`src/pkg/aon_wake_pkg.sv`:
```
package aon_wake_pkg;
  // core and slow clock rates
  localparam int unsigned CORE_CLK_HZ = 100000000;
  localparam int unsigned SLOW_CLK_HZ = 32000;
  localparam int unsigned SLOW_DIV_CYCLES = CORE_CLK_HZ / SLOW_CLK_HZ;
  // special function register addresses
  localparam logic [7:0] SFR_DATA_HIGH = 8'hAB;
  localparam logic [7:0] SFR_DATA_LOW = 8'hAC;
  localparam logic [7:0] SFR_CONTROL = 8'hAD;
  localparam logic [7:0] SFR_TICK_DIV = 8'hB5;
  // reset values
  localparam logic [7:0] DATA_HIGH_RST = 8'h00;
  localparam logic [7:0] DATA_LOW_RST = 8'h00;
  localparam logic [7:0] CONTROL_RST = 8'h00;
  localparam logic [7:0] TICK_DIV_RST = 8'h03;
  // control register fields
  localparam int unsigned CTRL_BUSY_BIT = 4;
  localparam int unsigned CTRL_WRITE_BIT = 3;
  localparam int unsigned CTRL_ADDR_LSB = 0;
  // indirect addresses
  localparam logic [2:0] IA_WATCHDOG = 3'h0;
  localparam logic [2:0] IA_TIMER_UPPER = 3'h1;
  localparam logic [2:0] IA_LATCH_LOW = 3'h2;
  localparam logic [2:0] IA_COUNT_DIS = 3'h3;
  localparam logic [2:0] IA_PIN_CFG_A = 3'h4;
  localparam logic [2:0] IA_PIN_CFG_B = 3'h5;
  // status word layout
  localparam int unsigned STAT_TIMER_BIT = 8;
  // debounce lengths in slow clock pulses
  localparam logic [6:0] DEB_LEN_0 = 7'h00;
  localparam logic [6:0] DEB_LEN_1 = 7'h02;
  localparam logic [6:0] DEB_LEN_2 = 7'h08;
  localparam logic [6:0] DEB_LEN_3 = 7'h40;
  // edge select codes
  localparam logic [1:0] EDGE_OFF = 2'h0;
  localparam logic [1:0] EDGE_RISE = 2'h1;
  localparam logic [1:0] EDGE_FALL = 2'h2;
  localparam logic [1:0] EDGE_BOTH = 2'h3;
  localparam logic [3:0] PIN_CFG_RST = 4'h0;

  // one pin's wake field: edge in upper pair, debounce in lower
  typedef struct packed {
    logic [1:0] edge_sel;
    logic [1:0] deb_sel;
  } pin_cfg_t;

  // pending indirect access
  typedef struct packed {
    logic write;
    logic [2:0] addr;
  } ind_ctrl_t;

  // sfr bus request
  typedef struct packed {
    logic wr;
    logic rd;
    logic [7:0] addr;
    logic [7:0] wdata;
  } sfr_req_t;
endpackage : aon_wake_pkg

```
`src/always_on_wakeup_watchdog.sv`:
```
// Contract
// - timer, pin wake and watchdog run on a 32000 Hz slow clock
// - tick period is divider plus one slow periods, divider resets to 3
// - tick spans 31.25 us to 8 ms and paces watchdog and timer
// - wake timer is a 24-bit down counter reloading from its latch at zero
// - timer starts off; each low latch write enables it and reloads it
// - write at address 3 disables the timer; read returns the count
// - first wake N+1 to N+2 ticks after load, then every N+1
// - timer wake sets a pollable flag and forces exit from power down
// - each pin has 2-bit edge select: off, rising, falling, both
// - debounce passes a level after 0, 2, 8 or 64 stable pulses
// - edge detection adds two slow clock pulses of latency
// - watchdog starts on first control write; only reset stops it
// - watchdog loads a 16-bit tick count, counts down, resets MCU at zero
// - write: high, low, control; read: control, then high, then low
// - control bit 4 busy, bit 3 write, bits 2:0 indirect address
// - address 0 is watchdog count, address 2 the low latch half
// - address 1 reads count and latch upper bytes, writes filter timer and latch upper byte
// - addresses 4 and 5 read timer status bit 8 and pin status
// - address 4 configures pins 0-3, address 5 pins 4-5
`timescale 1ns/1ps
module always_on_wakeup_watchdog
  import aon_wake_pkg::*;
#(
  parameter int unsigned NUM_PINS = 6,
  parameter int unsigned SLOW_DIV = SLOW_DIV_CYCLES
) (
  input wire logic core_clk_i,
  input wire logic rst_n_i,
  input wire aon_wake_pkg::sfr_req_t sfr_req_i,
  input wire logic [NUM_PINS-1:0] port0_pin_i,
  input wire logic power_down_i,
  output logic [7:0] sfr_rdata_o,
  output logic wakeup_interrupt_o,
  output logic power_down_exit_o,
  output logic timer_wake_flag_o,
  output logic mcu_reset_o
);
  import aon_wake_pkg::*;

  logic slow_en;
  logic tick_en;
  logic [NUM_PINS-1:0] pin_edge;

  // sfr side registers
  logic [7:0] indirect_data_high_r;
  logic [7:0] indirect_data_low_r;
  logic [7:0] tick_divider_reg_r;
  ind_ctrl_t ctrl_r;
  logic busy_r;

  // slow side state
  logic [15:0] watchdog_cnt_r;
  logic watchdog_active_r;
  logic [23:0] timer_cnt_r;
  logic [7:0] latch_high_r;
  logic [15:0] timer_latch_low_r;
  logic timer_en_r;
  logic timer_skip_r;
  logic [3:0] filter_timer_latch_r;
  pin_cfg_t [NUM_PINS-1:0] pin_cfg_r;
  logic [NUM_PINS-1:0] pin_status_r;
  logic timer_status_r;

  // combinational helpers
  logic do_access;
  logic do_write;
  logic do_read;
  logic status_read;
  logic timer_fire;
  logic [15:0] wdata;
  logic [15:0] status_word;
  logic [15:0] read_word;

  slow_tick_gen #(
    .DIV_CYCLES(SLOW_DIV)
  ) u_tick (
    .core_clk_i(core_clk_i),
    .rst_n_i(rst_n_i),
    .tick_divider_value_i(tick_divider_reg_r),
    .slow_clock_en_o(slow_en),
    .tick_en_o(tick_en)
  );

  for (genvar p = 0; p < NUM_PINS; p++) begin : g_pin
    pin_wake_filter u_filt (
      .core_clk_i(core_clk_i),
      .rst_n_i(rst_n_i),
      .slow_clock_en_i(slow_en),
      .pin_i(port0_pin_i[p]),
      .cfg_i(pin_cfg_r[p]),
      .edge_o(pin_edge[p])
    );
  end

  // pending access executes on the next slow clock pulse
  assign do_access = busy_r & slow_en;
  assign do_write = do_access & ctrl_r.write;
  assign do_read = do_access & ~ctrl_r.write;
  assign wdata = {indirect_data_high_r, indirect_data_low_r};
  assign status_read = do_read && (ctrl_r.addr == IA_PIN_CFG_A || ctrl_r.addr == IA_PIN_CFG_B);
  assign timer_fire = tick_en & timer_en_r & ~timer_skip_r & (timer_cnt_r == 24'h000000);

  // status word shared by both status addresses
  always_comb begin
    status_word = 16'h0000;
    status_word[STAT_TIMER_BIT] = timer_status_r;
    status_word[NUM_PINS-1:0] = pin_status_r;
  end

  // indirect read mux
  always_comb begin
    case (ctrl_r.addr)
      IA_WATCHDOG: read_word = watchdog_cnt_r;
      IA_TIMER_UPPER: read_word = {timer_cnt_r[23:16], latch_high_r};
      IA_LATCH_LOW: read_word = timer_latch_low_r;
      IA_COUNT_DIS: read_word = timer_cnt_r[15:0];
      IA_PIN_CFG_A: read_word = status_word;
      IA_PIN_CFG_B: read_word = status_word;
      default: read_word = 16'h0000;
    endcase
  end

  // data pair: written by the core, loaded by indirect reads
  always_ff @(posedge core_clk_i or negedge rst_n_i) begin
    if (!rst_n_i) begin
      indirect_data_high_r <= DATA_HIGH_RST;
      indirect_data_low_r <= DATA_LOW_RST;
    end else if (do_read) begin
      indirect_data_high_r <= read_word[15:8];
      indirect_data_low_r <= read_word[7:0];
    end else if (sfr_req_i.wr) begin
      if (sfr_req_i.addr == SFR_DATA_HIGH) begin
        indirect_data_high_r <= sfr_req_i.wdata;
      end
      if (sfr_req_i.addr == SFR_DATA_LOW) begin
        indirect_data_low_r <= sfr_req_i.wdata;
      end
    end
  end

  // control register and busy flag; a new write restarts the access
  always_ff @(posedge core_clk_i or negedge rst_n_i) begin
    if (!rst_n_i) begin
      ctrl_r <= ind_ctrl_t'(CONTROL_RST[3:0]);
      busy_r <= 1'b0;
    end else if (sfr_req_i.wr && sfr_req_i.addr == SFR_CONTROL) begin
      ctrl_r.write <= sfr_req_i.wdata[CTRL_WRITE_BIT];
      ctrl_r.addr <= sfr_req_i.wdata[CTRL_ADDR_LSB +: 3];
      busy_r <= 1'b1;
    end else if (do_access) begin
      busy_r <= 1'b0;
    end
  end

  // tick divider
  always_ff @(posedge core_clk_i or negedge rst_n_i) begin
    if (!rst_n_i) begin
      tick_divider_reg_r <= TICK_DIV_RST;
    end else if (sfr_req_i.wr && sfr_req_i.addr == SFR_TICK_DIV) begin
      tick_divider_reg_r <= sfr_req_i.wdata;
    end
  end

  // registered read port, answer one cycle after the strobe
  always_ff @(posedge core_clk_i or negedge rst_n_i) begin
    if (!rst_n_i) begin
      sfr_rdata_o <= 8'h00;
    end else if (sfr_req_i.rd) begin
      case (sfr_req_i.addr)
        SFR_DATA_HIGH: sfr_rdata_o <= indirect_data_high_r;
        SFR_DATA_LOW: sfr_rdata_o <= indirect_data_low_r;
        SFR_CONTROL: sfr_rdata_o <= {3'h0, busy_r, ctrl_r};
        SFR_TICK_DIV: sfr_rdata_o <= tick_divider_reg_r;
        default: sfr_rdata_o <= 8'h00;
      endcase
    end
  end

  // watchdog: armed by any control write, counts ticks to zero
  always_ff @(posedge core_clk_i or negedge rst_n_i) begin
    if (!rst_n_i) begin
      watchdog_active_r <= 1'b0;
      watchdog_cnt_r <= 16'h0000;
    end else begin
      if (sfr_req_i.wr && sfr_req_i.addr == SFR_CONTROL) begin
        watchdog_active_r <= 1'b1;
      end
      if (do_write && ctrl_r.addr == IA_WATCHDOG) begin
        watchdog_cnt_r <= wdata;
      end else if (watchdog_active_r && tick_en && watchdog_cnt_r != 16'h0000) begin
        watchdog_cnt_r <= watchdog_cnt_r - 16'h0001;
      end
    end
  end

  // reset request held while armed, expired and no access is pending; a control write or the system reset clears it
  always_ff @(posedge core_clk_i or negedge rst_n_i) begin
    if (!rst_n_i) begin
      mcu_reset_o <= 1'b0;
    end else begin
      mcu_reset_o <= watchdog_active_r & (watchdog_cnt_r == 16'h0000) & ~busy_r;
    end
  end

  // latch halves and filter timer
  always_ff @(posedge core_clk_i or negedge rst_n_i) begin
    if (!rst_n_i) begin
      latch_high_r <= 8'h00;
      timer_latch_low_r <= 16'h0000;
      filter_timer_latch_r <= 4'h0;
    end else if (do_write) begin
      if (ctrl_r.addr == IA_TIMER_UPPER) begin
        filter_timer_latch_r <= wdata[11:8];
        latch_high_r <= wdata[7:0];
      end
      if (ctrl_r.addr == IA_LATCH_LOW) begin
        timer_latch_low_r <= wdata;
      end
    end
  end

  // wake timer: low latch write enables and reloads, disable opcode stops
  always_ff @(posedge core_clk_i or negedge rst_n_i) begin
    if (!rst_n_i) begin
      timer_en_r <= 1'b0;
      timer_skip_r <= 1'b0;
      timer_cnt_r <= 24'h000000;
    end else if (do_write && ctrl_r.addr == IA_LATCH_LOW) begin
      timer_en_r <= 1'b1;
      timer_skip_r <= 1'b1;
      timer_cnt_r <= {latch_high_r, wdata};
    end else if (do_write && ctrl_r.addr == IA_COUNT_DIS) begin
      timer_en_r <= 1'b0;
    end else if (tick_en && timer_skip_r) begin
      // load lands mid tick; swallowing the first tick keeps the first wake late, never early
      timer_skip_r <= 1'b0;
    end else if (timer_fire) begin
      timer_cnt_r <= {latch_high_r, timer_latch_low_r};
    end else if (tick_en && timer_en_r) begin
      timer_cnt_r <= timer_cnt_r - 24'h000001;
    end
  end

  // pin configuration fields
  always_ff @(posedge core_clk_i or negedge rst_n_i) begin
    if (!rst_n_i) begin
      pin_cfg_r <= '0;
    end else if (do_write && ctrl_r.addr == IA_PIN_CFG_A) begin
      // separate loops keep every slice inside the data word
      for (int p = 0; p < 4; p++) begin
        pin_cfg_r[p] <= wdata[p*4 +: 4];
      end
    end else if (do_write && ctrl_r.addr == IA_PIN_CFG_B) begin
      for (int p = 4; p < NUM_PINS; p++) begin
        pin_cfg_r[p] <= wdata[(p-4)*4 +: 4];
      end
    end
  end

  // sticky wake flags cleared by a status read; a new event wins
  always_ff @(posedge core_clk_i or negedge rst_n_i) begin
    if (!rst_n_i) begin
      timer_status_r <= 1'b0;
      pin_status_r <= '0;
    end else begin
      timer_status_r <= timer_fire | (timer_status_r & ~status_read);
      pin_status_r <= pin_edge | (pin_status_r & {NUM_PINS{~status_read}});
    end
  end

  // wake outputs; power down exit ignores any interrupt enable
  always_ff @(posedge core_clk_i or negedge rst_n_i) begin
    if (!rst_n_i) begin
      wakeup_interrupt_o <= 1'b0;
      power_down_exit_o <= 1'b0;
      timer_wake_flag_o <= 1'b0;
    end else begin
      wakeup_interrupt_o <= timer_fire | (|pin_edge);
      power_down_exit_o <= power_down_i & (timer_fire | (|pin_edge));
      timer_wake_flag_o <= timer_fire | (timer_status_r & ~status_read);
    end
  end
endmodule : always_on_wakeup_watchdog

```
`src/pin_wake_filter.sv`:
```
`timescale 1ns/1ps
module pin_wake_filter
  import aon_wake_pkg::*;
(
  input wire logic core_clk_i,
  input wire logic rst_n_i,
  input wire logic slow_clock_en_i,
  input wire logic pin_i,
  input wire aon_wake_pkg::pin_cfg_t cfg_i,
  output logic edge_o
);
  import aon_wake_pkg::*;

  logic [6:0] stable_cnt_r;
  logic filt_r;
  logic dly1_r;
  logic dly2_r;
  logic [6:0] deb_len;

  function automatic logic [6:0] deb_decode(input logic [1:0] code);
    case (code)
      2'h1: deb_decode = DEB_LEN_1;
      2'h2: deb_decode = DEB_LEN_2;
      2'h3: deb_decode = DEB_LEN_3;
      default: deb_decode = DEB_LEN_0;
    endcase
  endfunction : deb_decode

  assign deb_len = deb_decode(cfg_i.deb_sel);

  // pass a new level only after it held for the selected count
  always_ff @(posedge core_clk_i or negedge rst_n_i) begin
    if (!rst_n_i) begin
      stable_cnt_r <= 7'h00;
      filt_r <= 1'b0;
    end else if (slow_clock_en_i) begin
      if (pin_i == filt_r) begin
        stable_cnt_r <= 7'h00;
      end else if (stable_cnt_r + 7'h01 >= deb_len) begin
        filt_r <= pin_i;
        stable_cnt_r <= 7'h00;
      end else begin
        stable_cnt_r <= stable_cnt_r + 7'h01;
      end
    end
  end

  // two slow stages before the edge compare
  always_ff @(posedge core_clk_i or negedge rst_n_i) begin
    if (!rst_n_i) begin
      dly1_r <= 1'b0;
      dly2_r <= 1'b0;
      edge_o <= 1'b0;
    end else begin
      if (slow_clock_en_i) begin
        dly1_r <= filt_r;
        dly2_r <= dly1_r;
      end
      case (cfg_i.edge_sel)
        EDGE_RISE: edge_o <= slow_clock_en_i & dly1_r & ~dly2_r;
        EDGE_FALL: edge_o <= slow_clock_en_i & ~dly1_r & dly2_r;
        EDGE_BOTH: edge_o <= slow_clock_en_i & (dly1_r ^ dly2_r);
        default: edge_o <= 1'b0;
      endcase
    end
  end
endmodule : pin_wake_filter

```
`src/slow_tick_gen.sv`:
```
`timescale 1ns/1ps
module slow_tick_gen
  import aon_wake_pkg::*;
#(
  parameter int unsigned DIV_CYCLES = SLOW_DIV_CYCLES
) (
  input wire logic core_clk_i,
  input wire logic rst_n_i,
  input wire logic [7:0] tick_divider_value_i,
  output logic slow_clock_en_o,
  output logic tick_en_o
);
  import aon_wake_pkg::*;

  logic [11:0] slow_cnt_r;
  logic [7:0] tick_cnt_r;

  // slow clock as an enable; one clock domain keeps crossings away
  always_ff @(posedge core_clk_i or negedge rst_n_i) begin
    if (!rst_n_i) begin
      slow_cnt_r <= 12'h000;
      slow_clock_en_o <= 1'b0;
    end else if (slow_cnt_r == 12'(DIV_CYCLES - 1)) begin
      slow_cnt_r <= 12'h000;
      slow_clock_en_o <= 1'b1;
    end else begin
      slow_cnt_r <= slow_cnt_r + 12'h001;
      slow_clock_en_o <= 1'b0;
    end
  end

  // tick every divider+1 slow periods
  always_ff @(posedge core_clk_i or negedge rst_n_i) begin
    if (!rst_n_i) begin
      tick_cnt_r <= 8'h00;
      tick_en_o <= 1'b0;
    end else if (slow_clock_en_o && tick_cnt_r >= tick_divider_value_i) begin
      tick_cnt_r <= 8'h00;
      tick_en_o <= 1'b1;
    end else begin
      if (slow_clock_en_o) begin
        tick_cnt_r <= tick_cnt_r + 8'h01;
      end
      tick_en_o <= 1'b0;
    end
  end
endmodule : slow_tick_gen

```
`config.mk`:
```
export PLATFORM = sky130hd
export DESIGN_NAME = always_on_wakeup_watchdog
export DESIGN_NICKNAME = d
export VERILOG_FILES = /design/src/pkg/aon_wake_pkg.sv /design/src/always_on_wakeup_watchdog.sv /design/src/pin_wake_filter.sv /design/src/slow_tick_gen.sv
export SDC_FILE = /design/constraint.sdc
export NUM_CORES = 1
export LEC_CHECK = 0
export BUFFER_PORTS_ARGS = -buffer_cell sky130_fd_sc_hd__buf_2
export CORE_UTILIZATION = 55
export DETAILED_ROUTE_END_ITERATION = 12
export GPL_ROUTABILITY_DRIVEN = 0
export PLACE_DENSITY = 0.8
export SETUP_SLACK_MARGIN = 0.02
export SYNTH_ARGS = -nofsm -noshare
export SYNTH_HDL_FRONTEND = slang
export SYNTH_SLANG_ARGS = --single-unit
```
`constraint.sdc`:
```
create_clock -name core_clk_i -period 3.7 [get_ports core_clk_i]
set_input_delay 0.74 -clock core_clk_i [delete_from_list [all_inputs] [get_ports core_clk_i]]
set_output_delay 0.74 -clock core_clk_i [all_outputs]
set_load 0.1 [all_outputs]
```
Word-level counts from Yosys, hierarchy flattened. Index checks and enable logic that the tools add are counted.

Bits in registers: 226. Word-level logic and storage cells: 302.

Add/sub/neg operators: 10. $lt $le $gt $ge: 7. Equality and inequality tests: 54. Muxes and demuxes: 51. Bitwise gates (word level): 73. Reductions and logical operators: 42.

Operator list (count): 7-bit one-hot mux with 3 select lines (6); 24-bit two-way mux (5); 7-bit two-way mux (12); 16-bit one-hot mux with 5 select lines (1); 8-bit two-way mux (8); 2-bit equality test, second input constant (24); 7-bit by 1-bit adder with 7-bit output, second input constant (6); 7-bit greater-or-equal comparator (6); 1-bit AND (40); 8-bit equality test, second input constant (4); 16-bit two-way mux (2); 8-bit one-hot mux with 4 select lines (1); 2-bit by 1-bit equality test with 1-bit output, second input constant (12); 24-bit zero test (1); 24-bit by 1-bit subtractor with 24-bit output, second input constant (1); 1-bit NOT (23); 3-bit AND reduction (7); 1-bit one-hot mux with 3 select lines (6); 16-bit zero test (1); 16-bit nonzero test (1); 2-bit nonzero test (8); 16-bit by 1-bit subtractor with 16-bit output, second input constant (1); 1-bit logical AND (13); 12-bit by 1-bit adder with 12-bit output, second input constant (1); 20 further kinds (47).

Longest topological paths before layout.
Word-level depth: 7. Depth in mapped cells: 10.

By module. Synthesis repeated with hierarchy kept, for this count alone.

Cell total of the unflattened synthesis: 1237. Area total of the unflattened synthesis: 12519.5 µm².

By module, submodules not included: always_on_wakeup_watchdog (instances 1, cells each 687, area an instance 7221.9 µm²); pin_wake_filter (instances 6, cells each 71, area an instance 679.4 µm²); slow_tick_gen (instances 1, cells each 124, area an instance 1221.2 µm²).

Least setup slack after synthesis. OpenSTA, ideal clock, no wires.

Path kind: register to register. Start point: reg timer_cnt_r[19]. End point: reg timer_cnt_r[0]. Setup time: 0.137 ns. Arrival time: 2.536 ns. Required time: 3.563 ns. Slack: 1.026 ns. Cell stages (with the launch flop): 8. Path buffers: 2. Period minus slack after synthesis: 2.674 ns. Cell sequence: dfrtp_1 -> or4_4 -> or4_4 -> or4_4 -> buf_6 -> buf_6 -> o211ai_1 -> o311ai_1.

Longest elaborated chain between the ends: 6.

Ends and longest elaborated chain: start: declaration (RTL line always_on_wakeup_watchdog.sv:55) `logic [23:0] timer_cnt_r;`; start signal: assignment (RTL line always_on_wakeup_watchdog.sv:232) `timer_cnt_r <= {latch_high_r, wdata};`; start signal: assignment (RTL line always_on_wakeup_watchdog.sv:239) `timer_cnt_r <= {latch_high_r, timer_latch_low_r};`; start signal: assignment (RTL line always_on_wakeup_watchdog.sv:241) `timer_cnt_r <= timer_cnt_r - 24'h000001;`; 24-bit zero test (*) (RTL line always_on_wakeup_watchdog.sv:102) `assign timer_fire = tick_en & timer_en_r & ~timer_skip_r & (timer_cnt_r == 24'h000000);`; 1-bit AND (*) (RTL line always_on_wakeup_watchdog.sv:102); 24-bit two-way mux (RTL line always_on_wakeup_watchdog.sv:238) `end else if (timer_fire) begin`; 24-bit two-way mux (RTL line always_on_wakeup_watchdog.sv:235) `end else if (tick_en && timer_skip_r) begin`; 24-bit two-way mux (RTL line always_on_wakeup_watchdog.sv:233) `end else if (do_write && ctrl_r.addr == IA_COUNT_DIS) begin`; 24-bit two-way mux (RTL line always_on_wakeup_watchdog.sv:229) `end else if (do_write && ctrl_r.addr == IA_LATCH_LOW) begin`.

Mark *: on every way between the ends. The rest lies on a longest branch, timed or not. The select of a mux whose other input is x is not followed. A chain may end at the register's enable or synchronous reset.

Final worst setup path.
Start point: reg timer_cnt_r[19]. End point: reg timer_cnt_r[20].

Longest elaborated chain between the ends: 6.

Ends and longest elaborated chain (RTL line): 24-bit by 1-bit subtractor with 24-bit output or 24-bit zero test (tied branches) (always_on_wakeup_watchdog.sv:241, always_on_wakeup_watchdog.sv:102); 24-bit two-way mux or 1-bit AND (tied branches) (always_on_wakeup_watchdog.sv:240, always_on_wakeup_watchdog.sv:102); 24-bit two-way mux (always_on_wakeup_watchdog.sv:238); 24-bit two-way mux (always_on_wakeup_watchdog.sv:235); 24-bit two-way mux (always_on_wakeup_watchdog.sv:233); 24-bit two-way mux (always_on_wakeup_watchdog.sv:229).

Parallel ways exist; a longest one is shown, timed or not. The select of a mux whose other input is x is not followed.

==> impl_results.md <==
- Result of the run: finished clean
- Fin cells: 1530
- CTS clock-pin slew for the worst setup and hold paths: 0.06 ns
- Clock network fraction of design power: 49.1%
- Worst IR drop on VDD: 376 uV
- Min-delay worst type: primary input to asynchronous set/reset pin
- Library cell with the largest summed area after synthesis: dfrtp_1
- Final-layout fill cell count: 1656
- Total global-route track usage: 27.3%
- Remaining Overflow, GRT: 0
- Antenna violations before repair: 1
- Main synth FF type: dfrtp_1
- Slowest cell delay on critical path: 0.59 ns
- Setup repair bufs after CTS: 0
- H-Tree Depth: 1
- Synth Area in XOR/XNOR: 4.13%
- CTS Root Cell: clkbuf_16
- Num CTS Buffers: 25
- Chip Height: 150 um
- Syn Std Cell Area: 0.0121 mm^2
- Max-Slew Margin vs Limit: 31.2%
- Count of cells resized by post-cts repair: 0
- EDFF count, synth: 0
- Slowest stage cell on the critical path: or4_4
- Total power draw: 5.44 mW
- Routed wire length per instance: 19.5 um
- Average cell area after synthesis: 10.1 um^2
- Number of buffers inserted for hold repair after clock tree synthesis: 0
- Skew-Pair Late Insertion Delay: 0.53 ns
- Sink Count: 226
- Fraction of final layout cells sized beyond drive strength 1: 15.9%
- Synthesized netlist net count: 1269
- Adder and majority cell fraction of the synthesized area: 4.03%
- Global-route wire length before repair: 48.3 mm
- Number of DRC markers after the initial detailed-route iteration: 982
- Worst endpoint required time: 4.11 ns
- Cell-internal power: 4.23 mW
- Via count of the first global-routing pass: 9425
- Switch share: 22.2%
- Final setup viols: 0
- Die width: 150 um
- Floorplan die area: 0.0226 mm^2
- Critical path capture point type: flip-flop
- Combinational power share: 3.8%
- Sort of element at the start of the critical path: flip-flop
- Multiplexer share of the synthesized area: 8.82%
- Total of warnings raised by yosys: 0
- Clock tree from TritonCTS: yes
- Post-placement cell area: 0.0126 mm^2
- Register bit count reported by yosys: 226
- Number of library cell types mapped by synthesis: 69
- Post-route clock period utilization: 79.4%
- Net switching power: 1.21 mW
- Max Fclk: 0.341 GHz
- Sequential-to-total area share from yosys stat: 46.8%
- Area share of the largest cell type after synthesis: 46.3%
- Count of buffers inserted at the top-level ports: 38
- Setup Slack @ Placement: 0.824 ns
- Number of maximum-capacitance violations: 0
- Fin nets: 1302
- Number of nets with antenna violations after routing: 0
- Final routed wirelength across all metal layers: 29.8 mm
- Signal arrival time at the worst endpoint: 3.35 ns
- Standby leakage power: 6.29 nW
- Top area cells in the synthesized netlist: dfrtp_1, mux2_2, nand2_1
- Post-synth ARST share: 100%
- DR DRC count: 0
- Largest net degree at the start of global routing: 92
- Setup tns final: 0 ns
- Shortest clock period the worst path allows after layout: 2.94 ns
- Std-Cell Rows: 53
- Power share of the sequential group: 47.1%
- Max Fanout on Critical Path: 14
- Final number of hold-violating endpoints: 0
- Per-cell via count in the routed design: 6.33
- Effective utilization at floorplan: 56.8%
- Post-detailed-placement half-perimeter wirelength: 20.4 mm
- Final number of max-transition violations: 0
- Design Area, Final: 0.0135 mm^2
- Power per standard cell area: 403 mW/mm^2
- Signed area change from the synthesized netlist to the final layout: 11.5%
- Vias: 9682
- Final worst clock skew: 0.0139 ns
- Cells traversed along the worst timing path: or4_4 -> or4_4 -> nor4_4 -> nor2_2 -> o22a_1 -> o22a_1
- Setup repair after global routing missed its margin: no
- Combinational family with the most area after synthesis: simple AND/OR/NAND/NOR gates
- Deepest clock path buffer count: 3
- Synthesized-area fraction occupied by ao, oa, aoi and oai cells: 16.2%
- Minimum hold slack: 0.218 ns
- Slew at the pin closest to its max-slew limit: 1.02 ns
- CORE AREA: 0.0213 mm^2
- Slack of the critical path: 0.764 ns
- # placed instances: 1484
- Utilization of the core after routing: 63.4%
- Simple-gate portion of the synthesized area: 17.0%
- Iteration count of the initial detailed-routing pass: 5
- Path type of the worst setup path: flip-flop to flip-flop
- Number of top-level pins: 39
- Gate Count Post-Synth: 1203
## registers in the layout, indices dropped and copies added, names as in the netlist, 12 cells and up
signal / flops
g_pin.u_filt.stable_cnt_r: 42
pin_cfg_r: 24
timer_cnt_r: 24
timer_latch_low_r: 16
u_tick.slow_cnt_r: 12
watchdog_cnt_r: 16
## worst max-delay path: cells and delay by family (launching register included)
family / cells / cell delay, ns
compound gates: 2 / 0.45
flops: 1 / 0.42
simple gates: 4 / 1.96
## power by group through the flow
stage                     clock network (mW)  logic (mW)  registers, mW
after global routing                    2.81       0.235           2.56
after global placement                     0       0.202           2.60
after floorplan                            0       0.110           2.58
after detailed placement                   0       0.209           2.60
after CTS                               2.69       0.210           2.56
final                                   2.67       0.207           2.56
## layout by cell type, fill, tap and decap left out, types with 10 or more instances in the layout
| master | count |
|---|---|
| dfrtp_1 | 223 |
| nand2_1 | 164 |
| nor2_1 | 69 |
| mux2_2 | 69 |
| o21ai_0 | 64 |
| a21oi_1 | 49 |
| inv_1 | 43 |
| nand3_1 | 39 |
| ha_1 | 39 |
| xnor2_1 | 37 |
| buf_2 | 37 |
| a21o_1 | 26 |
| or3_1 | 25 |
| clkbuf_16 | 25 |
| a22oi_1 | 24 |
| o2bb2ai_1 | 23 |
| nor3_1 | 21 |
| xor2_1 | 20 |
| buf_4 | 18 |
| nand3b_1 | 16 |
| nand4_1 | 15 |
| nand2b_1 | 13 |
| mux4_2 | 12 |
| nor4_1 | 10 |
| o211ai_1 | 10 |
| o22ai_1 | 10 |
## area by class of cell
type                       count  area (um^2)  share of cell area (%)
multi-input combinational    882         6070                    45.0
sequential                   226         5660                    42.0
clock buffer                  33          686                    5.08
timing repair buffer          58          375                    2.78
tap                          275          344                    2.55
clock inverter                12          191                    1.42
inverter                      43          161                    1.20
antenna                        1         2.50                  0.0186
## worst paths after layout
kind | cells after the start | start | slack [ns] | to
max in group asynchronous | 2 | rst_n_i | 2.67 | timer_cnt_r[18]
max | 6 | timer_cnt_r[19] | 0.76 | timer_cnt_r[20]
min in group core_clk_i | 2 | power_down_i | 0.43 | power_down_exit_o
min reg2reg | 1 | g_pin[4].u_filt.edge_o | 0.46 | pin_status_r[4]
max reg2reg | 6 | timer_cnt_r[19] | 0.76 | timer_cnt_r[20]
min | 1 | rst_n_i | 0.22 | sfr_rdata_o[5]
## cell families after synthesis
family / after synthesis
AND/OR/NAND/NOR: 417
AO/OA/AOI/OAI: 286
flip-flops: 226
multiplexers: 83
XOR/XNOR: 57
buffers and inverters: 95
adder cells (fa/ha/maj): 39
## synth_stat cells, types with 7 or more instances
| cell | count |
|---|---|
| dfrtp_1 | 224 |
| buf_1 | 8 |
| or3_1 | 25 |
| xor2_1 | 20 |
| o2bb2ai_1 | 23 |
| clkbuf_1 | 41 |
| xnor2_1 | 37 |
| nor3_1 | 21 |
| nand3b_1 | 16 |
| a211o_1 | 8 |
| o211ai_1 | 10 |
| inv_1 | 43 |
| nand3_1 | 39 |
| a22oi_1 | 24 |
| ha_1 | 39 |
| mux4_2 | 12 |
| a21oi_1 | 49 |
| o22ai_1 | 10 |
| nand2_1 | 164 |
| a31oi_1 | 8 |
| nand4_1 | 15 |
| a21o_1 | 26 |
| nor2_1 | 69 |
| o221ai_1 | 7 |
| mux2_2 | 69 |
| o21ai_0 | 64 |
| nand2b_1 | 13 |
| nor2b_1 | 8 |
| nor4_1 | 10 |
| or4_1 | 7 |
## routing by layer
metal / routed length, um / up-vias / share of wire, % / global-route usage, %
met4: 1410 / 0 / 4.7 / 13.7
met2: 13700 / 410 / 46 / 42.8
met3: 2340 / 94 / 7.9 / 4.94
met1: 12300 / 4724 / 41 / 36.5
li1: - / 4454 / - / -
met5: 0 / - / 0 / 0
(Power assumes the default switching activity.)
